## config.mk

```make
export PLATFORM = sky130hd
export DESIGN_NAME = srfr_relay
export DESIGN_NICKNAME = d
export VERILOG_FILES = /design/src/srfr_pkg.sv /design/src/srfr_fifo_if.sv /design/src/srfr_fifo.sv /design/src/srfr_relay.sv
export VERILOG_INCLUDE_DIRS = /design/src
export SDC_FILE = /design/constraint.sdc
export NUM_CORES = 2
export LEC_CHECK = 0
export ABC_AREA = 1
export BUFFER_PORTS_ARGS = -buffer_cell sky130_fd_sc_hd__buf_2
export CAP_MARGIN = 30
export CORE_MARGIN = 5
export CORE_UTILIZATION = 65
export CTS_CLUSTER_DIAMETER = 80
export DETAILED_ROUTE_END_ITERATION = 8
export PLACE_DENSITY = 0.82
export SLEW_MARGIN = 10
export SYNTH_ARGS = -nofsm -noshare
export SYNTH_HDL_FRONTEND = slang
export SYNTH_SLANG_ARGS = --single-unit
```

## constraint.sdc

```tcl
create_clock -name hclk -period 8.25 [get_ports hclk]
set_input_delay 2.0625 -clock hclk [delete_from_list [all_inputs] [get_ports hclk]]
set_output_delay 2.0625 -clock hclk [all_outputs]
set_load 0.02 [all_outputs]
```

## src/srfr_params.svh

```systemverilog
// Constant definitions for the source-route frame relay core.
`ifndef SRFR_PARAMS_SVH
`define SRFR_PARAMS_SVH

// Register byte offsets on the bus.
`define SRFR_OFF_CTRL      8'h00
`define SRFR_OFF_PORT0     8'h04
`define SRFR_OFF_PORT1     8'h08
`define SRFR_OFF_DELAY     8'h0c
`define SRFR_OFF_COUNT     8'h10
`define SRFR_ADDR_BITS     7:0

// Control register fields.
`define SRFR_CTRL_EN       0
`define SRFR_CTRL_FWD      2:1
`define SRFR_CTRL_BLF      6:4
`define SRFR_CTRL_PATH     11:8

// Port configuration word and delay word fields.
`define SRFR_PCFG_FIELD    19:0
`define SRFR_DELAY_FIELD   15:0

// Reset values.
`define SRFR_RST_EN        1'b1
`define SRFR_RST_FWD       2'h3
`define SRFR_RST_BLF       3'h7
`define SRFR_RST_PATH      4'h1
`define SRFR_RST_PORT0     20'he_7001
`define SRFR_RST_PORT1     20'he_7002
`define SRFR_RST_DELAY     16'h0400

// Route control word layout.
`define SRFR_RC_TYPE       15:13
`define SRFR_RC_LTH        12:8
`define SRFR_RC_SIZE       6:4
`define SRFR_RC_EXT        3:1
`define SRFR_TYPE_EXPLORER 2
`define SRFR_TYPE_TREE     1
`define SRFR_LTH_EMPTY     6'h02
`define SRFR_LTH_MAX       6'h1e
`define SRFR_LTH_ONE_RD    6'h02
`define SRFR_LTH_TWO_RD    6'h04
`define SRFR_EXT_CLEAR     3'h0
`define SRFR_LAST_PATH     4'h0

// Largest service data unit, in octets, per 3-bit size code.
`define SRFR_LF_SIZE0      16'h0204
`define SRFR_LF_SIZE1      16'h05be
`define SRFR_LF_SIZE2      16'h0804
`define SRFR_LF_SIZE3      16'h112f
`define SRFR_LF_SIZE4      16'h1fc2
`define SRFR_LF_SIZE5      16'h2c8f
`define SRFR_LF_SIZE6      16'h4555
`define SRFR_LF_SIZE7      16'hffff

`define SRFR_FIFO_DEPTH    16

`endif

```

## src/srfr_pkg.sv

```systemverilog
// Types shared by the source-route frame relay core.
package srfr_pkg;

  typedef struct packed {
    logic [3:0]  rd_limit;
    logic        mac_type;
    logic [2:0]  lf_code;
    logic [11:0] segment_identifier;
  } srfr_port_cfg_s;

  typedef struct packed {
    logic        out_port;
    logic        transparent;
    logic        learn_sa;
    logic        fcs_regen;
    logic [15:0] route_ctrl;
    logic [15:0] last_rd;
    logic [15:0] new_rd0;
    logic [15:0] new_rd1;
    logic [1:0]  add_count;
    logic [15:0] sdu_len;
    logic [15:0] stamp;
  } srfr_entry_s;

  typedef struct packed {
    logic                 ctrl_en;
    logic [1:0]           fwd_state;
    logic [2:0]           bridge_lf;
    logic [3:0]           parallel_path_number;
    srfr_port_cfg_s [1:0] port;
    logic [15:0]          max_delay;
    logic [7:0]           cnt_err;
    logic [7:0]           cnt_size;
    logic [7:0]           cnt_delay;
    logic [7:0]           cnt_route;
    logic [15:0]          now;
    logic                 ap_valid;
    logic                 ap_write;
    logic [7:0]           ap_addr;
    logic [31:0]          rdata;
    logic                 out_valid;
    srfr_entry_s          out;
  } srfr_state_s;

endpackage : srfr_pkg

```

## src/srfr_fifo_if.sv

```systemverilog
// Valid/ready carrier between the relay and its frame FIFO.
`timescale 1ns/10ps
interface srfr_fifo_if #(
  parameter int WIDTH = 8
);
  logic             wr_valid;
  logic             wr_ready;
  logic [WIDTH-1:0] wr_data;
  logic             rd_valid;
  logic             rd_ready;
  logic [WIDTH-1:0] rd_data;

  modport fifo (input wr_valid, input wr_data, input rd_ready,
                output wr_ready, output rd_valid, output rd_data);
  modport user (output wr_valid, output wr_data, output rd_ready,
                input wr_ready, input rd_valid, input rd_data);
endinterface : srfr_fifo_if

```

## src/srfr_fifo.sv

```systemverilog
// Frame descriptor FIFO with a registered output slot.
`timescale 1ns/10ps
module srfr_fifo #(
  parameter int WIDTH = 8,
  parameter int DEPTH = 16
) (
  input  logic        clk,
  input  logic        rst_n,
  srfr_fifo_if.fifo   bus
);
  localparam int AW = $clog2(DEPTH);

  typedef struct packed {
    logic [DEPTH-1:0][WIDTH-1:0] mem;
    logic [AW-1:0]               wptr;
    logic [AW-1:0]               rptr;
    logic [AW:0]                 count;
    logic                        slot_v;
    logic [WIDTH-1:0]            slot_d;
  } srfr_fifo_state_s;

  srfr_fifo_state_s st_reg;
  srfr_fifo_state_s st_next;
  logic             push;
  logic             pop_mem;

  assign bus.wr_ready = (st_reg.count != (AW+1)'(DEPTH));
  assign bus.rd_valid = st_reg.slot_v;
  assign bus.rd_data  = st_reg.slot_d;

  always_comb begin
    st_next = st_reg;
    push    = bus.wr_valid & bus.wr_ready;
    // The slot refills in the same cycle it is drained, so a stalled reader keeps the FIFO filling.
    pop_mem = (!st_reg.slot_v | bus.rd_ready) & (st_reg.count != '0);
    if (pop_mem) begin
      st_next.slot_d = st_reg.mem[st_reg.rptr];
      st_next.slot_v = 1'b1;
      st_next.rptr   = st_reg.rptr + 1'b1;
    end else if (bus.rd_ready) begin
      st_next.slot_v = 1'b0;
    end
    if (push) begin
      st_next.mem[st_reg.wptr] = bus.wr_data;
      st_next.wptr             = st_reg.wptr + 1'b1;
    end
    st_next.count = st_reg.count + (AW+1)'(push) - (AW+1)'(pop_mem);
  end

  always_ff @(posedge clk or negedge rst_n) begin
    if (!rst_n) begin
      st_reg <= '0;
    end else begin
      st_reg <= st_next;
    end
  end
endmodule : srfr_fifo

```

## src/srfr_relay.sv

```systemverilog
// Source-route frame relay core between two MAC ports, with an AHB-Lite register slave.
// Overview of operation
// - Frames leave in arrival order through one shared FIFO.
// - Frames without route information are flagged for the transparent path only.
// - Frames with route information are handled by the route field logic.
// - Source address learning is requested only for frames without route information.
// - Same MAC type on both ports: specifically routed frames keep content and FCS.
// - Different MAC types: a routed frame is adapted and its FCS regenerated.
// - Any change to the route field forces FCS regeneration.
// - Explorers record inbound segment, path number and outbound segment.
// - Explorer largest-frame code is lowered only when the new value is smaller.
// - Routed frames larger than the outbound port can carry are discarded.
// - Frames that waited in the FIFO longer than the configured transit delay are discarded.
// - Frames the MAC marks as errored are discarded and never forwarded.
// - Each port holds segment, largest unit size, port type and descriptor limit.
// - Route type 0XX is specific, 10X all-routes, 11X tree explorer; X kept.
// - Tree explorers pass only when both ports are in the forwarding state.
// - A descriptor is 12-bit segment plus 4-bit path; the last path is zero.
// - Explorer largest-frame code is the minimum of frame, bridge and both ports.
`timescale 1ns/10ps
`include "srfr_params.svh"
module srfr_relay (
  input  logic                    hclk,
  input  logic                    hresetn,
  // Register bus.
  input  logic                    hsel,
  input  logic [31:0]             haddr,
  input  logic [1:0]              htrans,
  input  logic                    hwrite,
  input  logic [2:0]              hsize,
  input  logic [31:0]             hwdata,
  input  logic                    hready,
  output logic                    hreadyout,
  output logic                    hresp,
  output logic [31:0]             hrdata,
  // Frames from the inbound MAC.
  input  logic                    rx_valid,
  output logic                    rx_ready,
  input  logic                    rx_port,
  input  logic                    rx_route_info_present_bit,
  input  logic                    rx_err,
  input  logic [15:0]             rx_route_ctrl,
  input  logic [15:0]             rx_last_rd,
  input  logic [15:0]             rx_sdu_len,
  // Frames to the outbound MAC.
  output logic                    tx_valid,
  input  logic                    tx_ready,
  output logic                    tx_port,
  output logic                    tx_transparent,
  output logic                    tx_learn_sa,
  output logic                    tx_fcs_regen,
  output logic [15:0]             tx_route_ctrl,
  output logic [15:0]             tx_last_rd,
  output logic [15:0]             tx_new_rd0,
  output logic [15:0]             tx_new_rd1,
  output logic [1:0]              tx_add_count,
  output logic [15:0]             tx_sdu_len
);
  import srfr_pkg::*;

  // All state outside the FIFO is one struct, built below and held by one flop stage.
  srfr_state_s st_reg;
  srfr_state_s st_next;

  srfr_entry_s ent;
  srfr_entry_s head;

  // Configuration of the inbound and the outbound port.
  srfr_port_cfg_s cfg_in;
  srfr_port_cfg_s cfg_out;

  // Received route control fields and their updated values.
  logic [2:0]  route_type_field;
  logic [2:0]  largest_frame_bits;
  logic [2:0]  lf_min;
  logic [5:0]  lth_new;
  logic [15:0] age;

  // Discard reasons, in order of precedence.
  logic        drop_err;
  logic        drop_size;
  logic        drop_route;
  logic        drop;

  // The frame input handshake completes this cycle.
  logic        rx_take;

  // Kept frames wait here in arrival order; frames discarded at ingress never enter.
  srfr_fifo_if #(.WIDTH($bits(srfr_entry_s))) fifo_bus ();

  srfr_fifo #(
    .WIDTH ($bits(srfr_entry_s)),
    .DEPTH (`SRFR_FIFO_DEPTH)
  ) u_fifo (
    .clk   (hclk),
    .rst_n (hresetn),
    .bus   (fifo_bus.fifo)
  );

  // Code seven is the largest size and so never limits a frame here.
  function automatic logic [15:0] lf_bytes(input logic [2:0] code);
    case (code)
      3'h0:    lf_bytes = `SRFR_LF_SIZE0;
      3'h1:    lf_bytes = `SRFR_LF_SIZE1;
      3'h2:    lf_bytes = `SRFR_LF_SIZE2;
      3'h3:    lf_bytes = `SRFR_LF_SIZE3;
      3'h4:    lf_bytes = `SRFR_LF_SIZE4;
      3'h5:    lf_bytes = `SRFR_LF_SIZE5;
      3'h6:    lf_bytes = `SRFR_LF_SIZE6;
      default: lf_bytes = `SRFR_LF_SIZE7;
    endcase
  endfunction : lf_bytes

  // Size codes grow with frame size, so the smaller code is the tighter limit.
  function automatic logic [2:0] min_code(input logic [2:0] a, input logic [2:0] b);
    min_code = (a < b) ? a : b;
  endfunction : min_code

  // The slave never inserts wait states and always answers OKAY.
  assign hreadyout = 1'b1;
  assign hresp     = 1'b0;
  assign hrdata    = st_reg.rdata;

  // Frame outputs come straight from the output register.
  assign tx_valid       = st_reg.out_valid;
  assign tx_port        = st_reg.out.out_port;
  assign tx_transparent = st_reg.out.transparent;
  assign tx_learn_sa    = st_reg.out.learn_sa;
  assign tx_fcs_regen   = st_reg.out.fcs_regen;
  assign tx_route_ctrl  = st_reg.out.route_ctrl;
  assign tx_last_rd     = st_reg.out.last_rd;
  assign tx_new_rd0     = st_reg.out.new_rd0;
  assign tx_new_rd1     = st_reg.out.new_rd1;
  assign tx_add_count   = st_reg.out.add_count;
  assign tx_sdu_len     = st_reg.out.sdu_len;

  always_comb begin
    st_next            = st_reg;
    // Ages wrap at 16 bits, so no transit limit beyond that can be set.
    st_next.now        = st_reg.now + 16'h0001;
    // With two ports the outbound port is always the other one.
    cfg_in             = st_reg.port[rx_port];
    cfg_out            = st_reg.port[~rx_port];
    route_type_field   = rx_route_ctrl[`SRFR_RC_TYPE];
    largest_frame_bits = rx_route_ctrl[`SRFR_RC_SIZE];
    lth_new            = {1'b0, rx_route_ctrl[`SRFR_RC_LTH]};
    lf_min             = largest_frame_bits;
    drop_err           = rx_err;
    drop_size          = 1'b0;
    drop_route         = 1'b0;

    // By default the frame leaves unchanged by the other port.
    ent                = '0;
    ent.out_port       = ~rx_port;
    ent.route_ctrl     = rx_route_ctrl;
    ent.last_rd        = rx_last_rd;
    ent.sdu_len        = rx_sdu_len;
    ent.stamp          = st_reg.now;

    // Ingress classification.
    // Only frames for the transparent path may have their source learned.
    if (!rx_route_info_present_bit) begin
      ent.transparent = 1'b1;
      ent.learn_sa    = 1'b1;
    end else begin
      // Specifically routed frames pass untouched when the MAC types agree.
      ent.fcs_regen = (cfg_in.mac_type != cfg_out.mac_type);
      // Transparent frames skip the size check; that path is not modelled here.
      drop_size     = (rx_sdu_len > lf_bytes(cfg_out.lf_code));
      if (route_type_field[`SRFR_TYPE_EXPLORER]) begin
        // Explorers always gain a descriptor, so the FCS is always rebuilt.
        ent.fcs_regen = 1'b1;
        // The new code is the least of the frame, the bridge and both ports.
        lf_min = min_code(min_code(largest_frame_bits, st_reg.bridge_lf),
                          min_code(cfg_in.lf_code, cfg_out.lf_code));
        // Extension bits qualify the old base code, so they are cleared with it.
        if (lf_min < largest_frame_bits) begin
          ent.route_ctrl[`SRFR_RC_SIZE] = lf_min;
          ent.route_ctrl[`SRFR_RC_EXT] = `SRFR_EXT_CLEAR;
        end
        // An empty field gets both descriptors; otherwise only the outbound one.
        if (lth_new == `SRFR_LTH_EMPTY) begin
          ent.new_rd0   = {cfg_in.segment_identifier, st_reg.parallel_path_number};
          ent.new_rd1   = {cfg_out.segment_identifier, `SRFR_LAST_PATH};
          ent.add_count = 2'h2;
          lth_new       = lth_new + `SRFR_LTH_TWO_RD;
        end else begin
          // The old final descriptor carried a zero path; our path number replaces it.
          ent.last_rd   = {rx_last_rd[15:4], st_reg.parallel_path_number};
          ent.new_rd0   = {cfg_out.segment_identifier, `SRFR_LAST_PATH};
          ent.add_count = 2'h1;
          lth_new       = lth_new + `SRFR_LTH_ONE_RD;
        end
        ent.route_ctrl[`SRFR_RC_LTH] = lth_new[4:0];

        // Tree explorers follow the spanning tree, so both ports must forward.
        if (route_type_field[`SRFR_TYPE_TREE] && (st_reg.fwd_state != 2'b11)) begin
          drop_route = 1'b1;
        end
        // A field beyond 30 octets cannot be carried, so such a frame is lost.
        if ((lth_new > `SRFR_LTH_MAX) ||
            (((lth_new - `SRFR_LTH_EMPTY) >> 1) > {2'b00, cfg_out.rd_limit})) begin
          drop_route = 1'b1;
        end
      end
    end

    drop                 = drop_err | drop_size | drop_route;
    // Discarded frames are taken at once; kept frames wait for FIFO room.
    rx_ready             = st_reg.ctrl_en & (drop | fifo_bus.wr_ready);
    rx_take              = rx_valid & rx_ready;
    fifo_bus.wr_valid    = rx_valid & st_reg.ctrl_en & !drop;
    fifo_bus.wr_data     = ent;

    // Each discarded frame is counted once, under its first reason.
    if (rx_take && drop_err) begin
      st_next.cnt_err = st_reg.cnt_err + 8'h01;
    end else if (rx_take && drop_size) begin
      st_next.cnt_size = st_reg.cnt_size + 8'h01;
    end else if (rx_take && drop_route) begin
      st_next.cnt_route = st_reg.cnt_route + 8'h01;
    end

    // Egress: the head entry's age is checked as it leaves the FIFO.
    // A frame already in the output register is not aged again while stalled.
    fifo_bus.rd_ready = !st_reg.out_valid | tx_ready;
    head              = fifo_bus.rd_data;
    age               = st_reg.now - head.stamp;
    if (st_reg.out_valid && tx_ready) begin
      st_next.out_valid = 1'b0;
    end
    if (fifo_bus.rd_valid && fifo_bus.rd_ready) begin
      if (age > st_reg.max_delay) begin
        st_next.cnt_delay = st_reg.cnt_delay + 8'h01;
      end else begin
        st_next.out       = head;
        st_next.out_valid = 1'b1;
      end
    end

    // Register writes land in the data phase.
    // Writes to unmapped offsets or to the counters are ignored.
    if (st_reg.ap_valid && st_reg.ap_write) begin
      case (st_reg.ap_addr)
        `SRFR_OFF_CTRL: begin
          // One path number serves the single port pair of this bridge.
          st_next.ctrl_en              = hwdata[`SRFR_CTRL_EN];
          st_next.fwd_state            = hwdata[`SRFR_CTRL_FWD];
          st_next.bridge_lf            = hwdata[`SRFR_CTRL_BLF];
          st_next.parallel_path_number = hwdata[`SRFR_CTRL_PATH];
        end
        // Port words hold segment, size code, MAC type and descriptor limit.
        `SRFR_OFF_PORT0: st_next.port[0]   = hwdata[`SRFR_PCFG_FIELD];
        `SRFR_OFF_PORT1: st_next.port[1]   = hwdata[`SRFR_PCFG_FIELD];
        `SRFR_OFF_DELAY: st_next.max_delay = hwdata[`SRFR_DELAY_FIELD];
        default: begin
        end
      endcase
    end

    // The address phase is kept one cycle so a write can meet its data.
    st_next.ap_valid = hsel & htrans[1] & hready;
    st_next.ap_write = hwrite;
    st_next.ap_addr  = haddr[`SRFR_ADDR_BITS];

    // Read data is sampled from the next state so a read right after a write sees the new value.
    st_next.rdata = 32'h0000_0000;
    if (st_next.ap_valid && !hwrite) begin
      case (haddr[`SRFR_ADDR_BITS])
        `SRFR_OFF_CTRL: begin
          st_next.rdata[`SRFR_CTRL_EN]   = st_next.ctrl_en;
          st_next.rdata[`SRFR_CTRL_FWD]  = st_next.fwd_state;
          st_next.rdata[`SRFR_CTRL_BLF]  = st_next.bridge_lf;
          st_next.rdata[`SRFR_CTRL_PATH] = st_next.parallel_path_number;
        end
        `SRFR_OFF_PORT0: st_next.rdata[`SRFR_PCFG_FIELD]  = st_next.port[0];
        `SRFR_OFF_PORT1: st_next.rdata[`SRFR_PCFG_FIELD]  = st_next.port[1];
        `SRFR_OFF_DELAY: st_next.rdata[`SRFR_DELAY_FIELD] = st_next.max_delay;
        // All four counters share one word, the error count lowest.
        `SRFR_OFF_COUNT: st_next.rdata = {st_next.cnt_route, st_next.cnt_delay,
                                          st_next.cnt_size, st_next.cnt_err};
        default: st_next.rdata = 32'h0000_0000;
      endcase
    end
  end

  // Configuration resets to working values, so frames relay before any write.
  always_ff @(posedge hclk or negedge hresetn) begin
    if (!hresetn) begin
      st_reg                      <= '0;
      st_reg.ctrl_en              <= `SRFR_RST_EN;
      st_reg.fwd_state            <= `SRFR_RST_FWD;
      st_reg.bridge_lf            <= `SRFR_RST_BLF;
      st_reg.parallel_path_number <= `SRFR_RST_PATH;
      st_reg.port[0]              <= `SRFR_RST_PORT0;
      st_reg.port[1]              <= `SRFR_RST_PORT1;
      st_reg.max_delay            <= `SRFR_RST_DELAY;
    end else begin
      st_reg <= st_next;
    end
  end
endmodule : srfr_relay

```

Word level (Yosys, flattened, before mapping)
Index checks and enable logic that the tools add are counted.
{"block": "word_totals", "regBits": 2007, "input_bits": 127, "elab_cells": 196, "out_inout_bits": 122}
{"block": "classes", "order_cmp": 13, "add_sub_neg": 13, "n_mux": 63, "bitwise_logic": 15, "n_reduce_logical": 20, "eq_ne": 17}
{"operator": "1632-bit bitwise mux", "count": 1}
{"operator": "102-bit binary-select mux with 4-bit select", "count": 1}
{"operator": "102-bit demux with 4-bit select", "count": 1}
{"operator": "103-bit two-way mux", "count": 2}
{"operator": "102-bit two-way mux", "count": 2}
{"operator": "16-bit one-hot mux with 7 select lines", "count": 1}
{"operator": "16-bit two-way mux", "count": 6}
{"operator": "20-bit two-way mux", "count": 4}
{"operator": "38-bit two-way mux", "count": 2}
{"operator": "66-bit two-way mux", "count": 1}
{"operator": "8-bit two-way mux", "count": 8}
{"operator": "6-bit two-way mux", "count": 6}
{"operator": "8-bit by 1-bit adder with 8-bit output, second input constant", "count": 4}
{"operator": "8-bit by 4-bit equality test with 1-bit output, second input constant", "count": 4}
{"operator": "16-bit > comparator", "count": 2}
{"operator": "32-bit two-way mux", "count": 1}
{"operator": "3-bit one-hot mux with 5 select lines", "count": 2}
{"operator": "4-bit one-hot mux with 5 select lines", "count": 1}
{"operator": "16-bit by 1-bit adder with 16-bit output, second input constant", "count": 1}
{"operator": "8-bit by 3-bit equality test with 1-bit output, second input constant", "count": 2}
{"operator": "8-bit logical NOT", "count": 2}
{"operator": "4-bit one-hot mux with 4 select lines", "count": 1}
{"operator": "16-bit subtractor", "count": 1}
{"operator": "3-bit less-than comparator", "count": 4}
{"operator": "other kinds (38)", "count": 81}

Depth between registers and ports, before layout
{"block": "logic_depth", "depth_word": 20, "depth_mapped": 29, "ltp_nobuf": 26}

Hierarchy
Synthesis repeated with hierarchy kept, for this count alone.
{"block": "hier_totals", "cells_unflattened": 11368, "area_unflattened_um2": 93468.4}
{"module": "srfr_fifo", "area_per_inst_um2": 79452.5, "seq_area_each_um2": 43742.0, "instances": 1, "cells_per_inst": 9787}
{"module": "srfr_relay", "area_per_inst_um2": 14015.9, "seq_area_each_um2": 6108.4, "instances": 1, "cells_per_inst": 1581}

Worst setup path before layout
OpenSTA, ideal clock, no wires.
{"block": "synth_path", "path_kind": "input port to output port", "start": "in rx_port", "end": "out rx_ready", "required_ns": 6.188, "n_path_buf": 2, "path_stages": 23, "arrival_time_ns": 4.368, "path_slack_ns": 1.819, "path_cell_list": "buf_2 inv_1 nand2_1 nand2_1 inv_1 nor2_1 inv_1 nor2_1 inv_1 nand2_1 inv_1 ha_1 nand2_1 inv_1 o21bai_1 a21oi_1 nor2_1 nand2_1 a21oi_1 nand3_1 clkbuf_1 nand2_1 inv_1"}
{"block": "synth_via", "elab_chain_len": 11, "word_cells_on_any_way": 22, "cone_classes": "2 x order compare; 6 x eq/ne; 8 x mux; 4 x bitwise; 2 x reduce/logical"}
{"element": "from (decl)", "line_no": "srfr_relay.sv:39", "rtl": "input logic rx_port,"}
{"element": "20-bit two-way mux (implied by the code) (*) (2 in series)", "line_no": "srfr_relay.sv:143", "rtl": "cfg_out = st_reg.port[~rx_port];"}
{"element": "3-bit equality test, or another cell as far along", "line_no": "srfr_relay.sv:102", "rtl": "case (code)"}
{"element": "16-bit one-hot mux with 7 select lines", "line_no": "srfr_relay.sv:102"}
{"element": "16-bit two-way mux", "line_no": "srfr_relay.sv:162", "rtl": "if (!rx_route_info_present_bit) begin"}
{"element": "16-bit > comparator", "line_no": "srfr_relay.sv:169", "rtl": "drop_size = (rx_sdu_len > lf_bytes(cfg_out.lf_code));"}
{"element": "1-bit two-way mux", "line_no": "srfr_relay.sv:162"}
{"element": "1-bit bitwise OR", "line_no": "srfr_relay.sv:208", "rtl": "drop = drop_err | drop_size | drop_route;"}
{"element": "1-bit bitwise OR (*)", "line_no": "srfr_relay.sv:208"}
{"element": "1-bit bitwise OR (*)", "line_no": "srfr_relay.sv:210", "rtl": "rx_ready = st_reg.ctrl_en & (drop | fifo_bus.wr_ready);"}
{"element": "1-bit AND (*)", "line_no": "srfr_relay.sv:210"}
{"element": "to (decl)", "line_no": "srfr_relay.sv:38", "rtl": "output logic rx_ready,"}
Every way passes the cells marked *; elsewhere a longest branch is shown, timed or not. The select of a mux whose other input is x is not followed.

Final worst setup path
Ends and elaborated chain as after synthesis.

==> out/results.tsv <==
metric	value	unit
status	complete, no violations	
numCtsBuffers	186	
critPathKind	primary input to primary output	
placed_area	0.0864	mm2
period_share	90.6	%
synth_top_area_cell	dfrtp_1	
antenna_found_initial	11	
ys_warn_count	0	
first_pass_iters	9	
p_sw	13.1	mW
drc	0	
cts_setup_buffers	0	
utilization	70.6	%
cts-root-buf	clkbuf_16	
finalNetCount	9667	
drtAntennaViolNets	0	
crit_path_start_kind	primary input	
max_stage_delay	0.38	ns
period_minus_slack	7.48	ns
fin_setup_tns	0	ns
ctsResizeCount	0	
clockPowerShare	25.3	%
p_per_area	365	mW/mm2
portBuffers	202	
cellLeakagePower	42.7	nW
final-hold-violation-count	0	
routabilityCongestion	0.906	
io_pins	249	
switching_share	38.6	%
rsz0062_at_grt	false	
area_delta_synth_final	7.94	%
finalMaxSlewViolations	0	
hold_buffers	0	
cts_tree	built	
dp_hpwl	137000	um
synth_ff_type	dfrtp_1	
first_iter_violations	10502	
setup_viol	0	
design_area	0.0928	mm2
gr-total-overflow	0	
required	6.19	ns
syn_area	0.0859	mm2
yosys.area.top_type_share	54.7	%
seq_area	0.0476	mm2
cp_slowest_cell	a21oi_1	
holdCritPathClass	flop to flop	
end_kind	primary output	
finClkSkew	0.0302	ns
hold_slack	0.469	ns
ys_types	56	
path_max_fanout	17	
wirelength	251000	um
ys_ff_latch	1901	
clock_latency	0.83	ns
avgRoutedWirePerCell	22.1	um
dp_cells	11016	
layout.cells.non_filler	11374	
synthTopCellsByCount	2,012 x nand2_1, 1,879 x dfrtp_1, 1,619 x o21ai_0	
num-fill-cells	9749	
path_buf_inv	6	
via_count	73367	
largest_reg_flops	1565	
clock_path_buffers	3	
worstPathCellList	buf_2 -> inv_1 -> nand2_1 -> nand2_1 -> inv_1 -> nand2_1 -> o21ai_0 -> nor2_1 -> ha_1 -> nand2_1 -> nor3_1 -> a21oi_1 -> buf_4 -> a21oi_1 -> nand3_1 -> nand2_1 -> inv_1 -> buf_2	
path_depth	18	
relSlewSlack	14.2	%
maxCapViolations	0	
htree_levels	4	
coreArea	0.131	mm2
die_area	0.140	mm2
synthTopCellsByArea	dfrtp_1 55%, o21ai_0 9.4%, nand2_1 8.8%, o21ai_1 5.0%, nor2_1 4.0%	
synthArstFlopShare	100	%
avgViaCountPerCell	6.45	
drive_gt1_share	7.78	%
critPathTopFamily	simple AND/OR/NAND/NOR gates	
fp.dieW	374	um
rows	133	
synth-edff-count	0	
seqPwrFrac	39.4	%
yosys.cell_count.top_type	nand2_1	
totalPowerFinal	33.8	mW
max_freq	0.134	GHz
pre_cts_ws	0.880	ns
numClockSinks	1901	
tightest_slew	1.29	ns
grt_pass1_vias	71436	
grt_use_total	35.4	%
die_y	374	um
p_int	20.8	mW
grt_max_degree	209	
multi_input_area	0.0324	mm2
whs_path_depth	2	
ir_drop	0.332	mV
yosysSeqAreaShare	55.4	%
path_common_cell	nand2_1	
layout_setup_ws	0.773	ns
grt_pass1_wl	397000	um
rr_worst_depth	21	
cp.arrival	5.41	ns
path_clk_slew	0.06	ns
syn_inst	9858	
power_frac_comb	35.2	%
initial_utilization	65.4	%
syn_avg_cell_area	8.72	um2
[logic make-up after synthesis]
kind of cell             share of synthesized area, %
other                                         0.00874
AND/OR/NAND/NOR                                  14.8
XOR/XNOR                                        0.622
multiplexers                                    0.524
buffers and inverters                            7.00
flip-flops                                       55.4
adder cells (fa/ha/maj)                          1.20
AO/OA/AOI/OAI                                    20.5
[cells in the final DEF (no fill, tap or decap), types with 77 or more instances in the layout]
cell       count
nand2_1     2010
a31oi_1       98
buf_4         77
a21oi_1      182
o221ai_1     269
buf_2        202
nand3_1      182
dfrtp_1     1875
o21ai_0     1614
o21ai_1      860
o22ai_1       78
clkbuf_16    191
ha_1          79
nor2_1       922
inv_1        387
[metal layers]
layer	GRT usage, %	wire length [um]	vias up
li1	-	-	32351
met1	47.8	95900	35729
met2	55.0	115000	4470
met3	7.74	27700	807
met4	17.1	12600	10
met5	0	75	-
[power groups by stage]
stage          Clock, mW  Combinational [mW]  Sequential, mW
6_report            8.57                11.9            13.3
5_1_grt             9.00                13.2            13.6
4_1_cts             8.60                11.7            13.3
3_5_place_dp           0                11.6            13.4
3_3_place_gp           0                11.1            13.3
2_1_floorplan          0                8.70            12.9
[worst reg2reg max path, delay by kind of cell, from the launching register on]
kind / cells / cell delay, ns
AOI/OAI and AO/OA: 4 / 0.79
adders and majority gates: 1 / 0.29
buffers and inverters: 5 / 1.29
DFF: 1 / 0.56
and+or+nand+nor: 11 / 2.55
[area by class of cell]
cell class                      instances  area share [%]
Antenna cell                            5          0.0135
Clock buffer                          296            6.10
Clock inverter                         47           0.540
Tap cell                             1755            2.37
Inverter                              411            1.77
Multi-Input combinational cell       6624            34.9
Timing Repair Buffer                  335            2.97
Sequential cell                      1901            51.3
[path summary, 6_finish.rpt]
| check | end | slack [ns] | from |
|---|---|---|---|
| setup / recovery | rx_ready | 0.77 | rx_port |
| hold / removal | u_fifo.st_reg[1271] | 0.47 | u_fifo.st_reg[1271] |
| setup reg to reg | u_fifo.st_reg[1026] | 2.62 | st_reg[242] |
| hold reg to reg | u_fifo.st_reg[1271] | 0.47 | u_fifo.st_reg[1271] |
| max in group asynchronous | u_fifo.st_reg[1088] | 5.09 | hresetn |
| min in group asynchronous | tx_last_rd[10] | 1.29 | hresetn |
No activity file was read; power rests on OpenSTA's default activity.
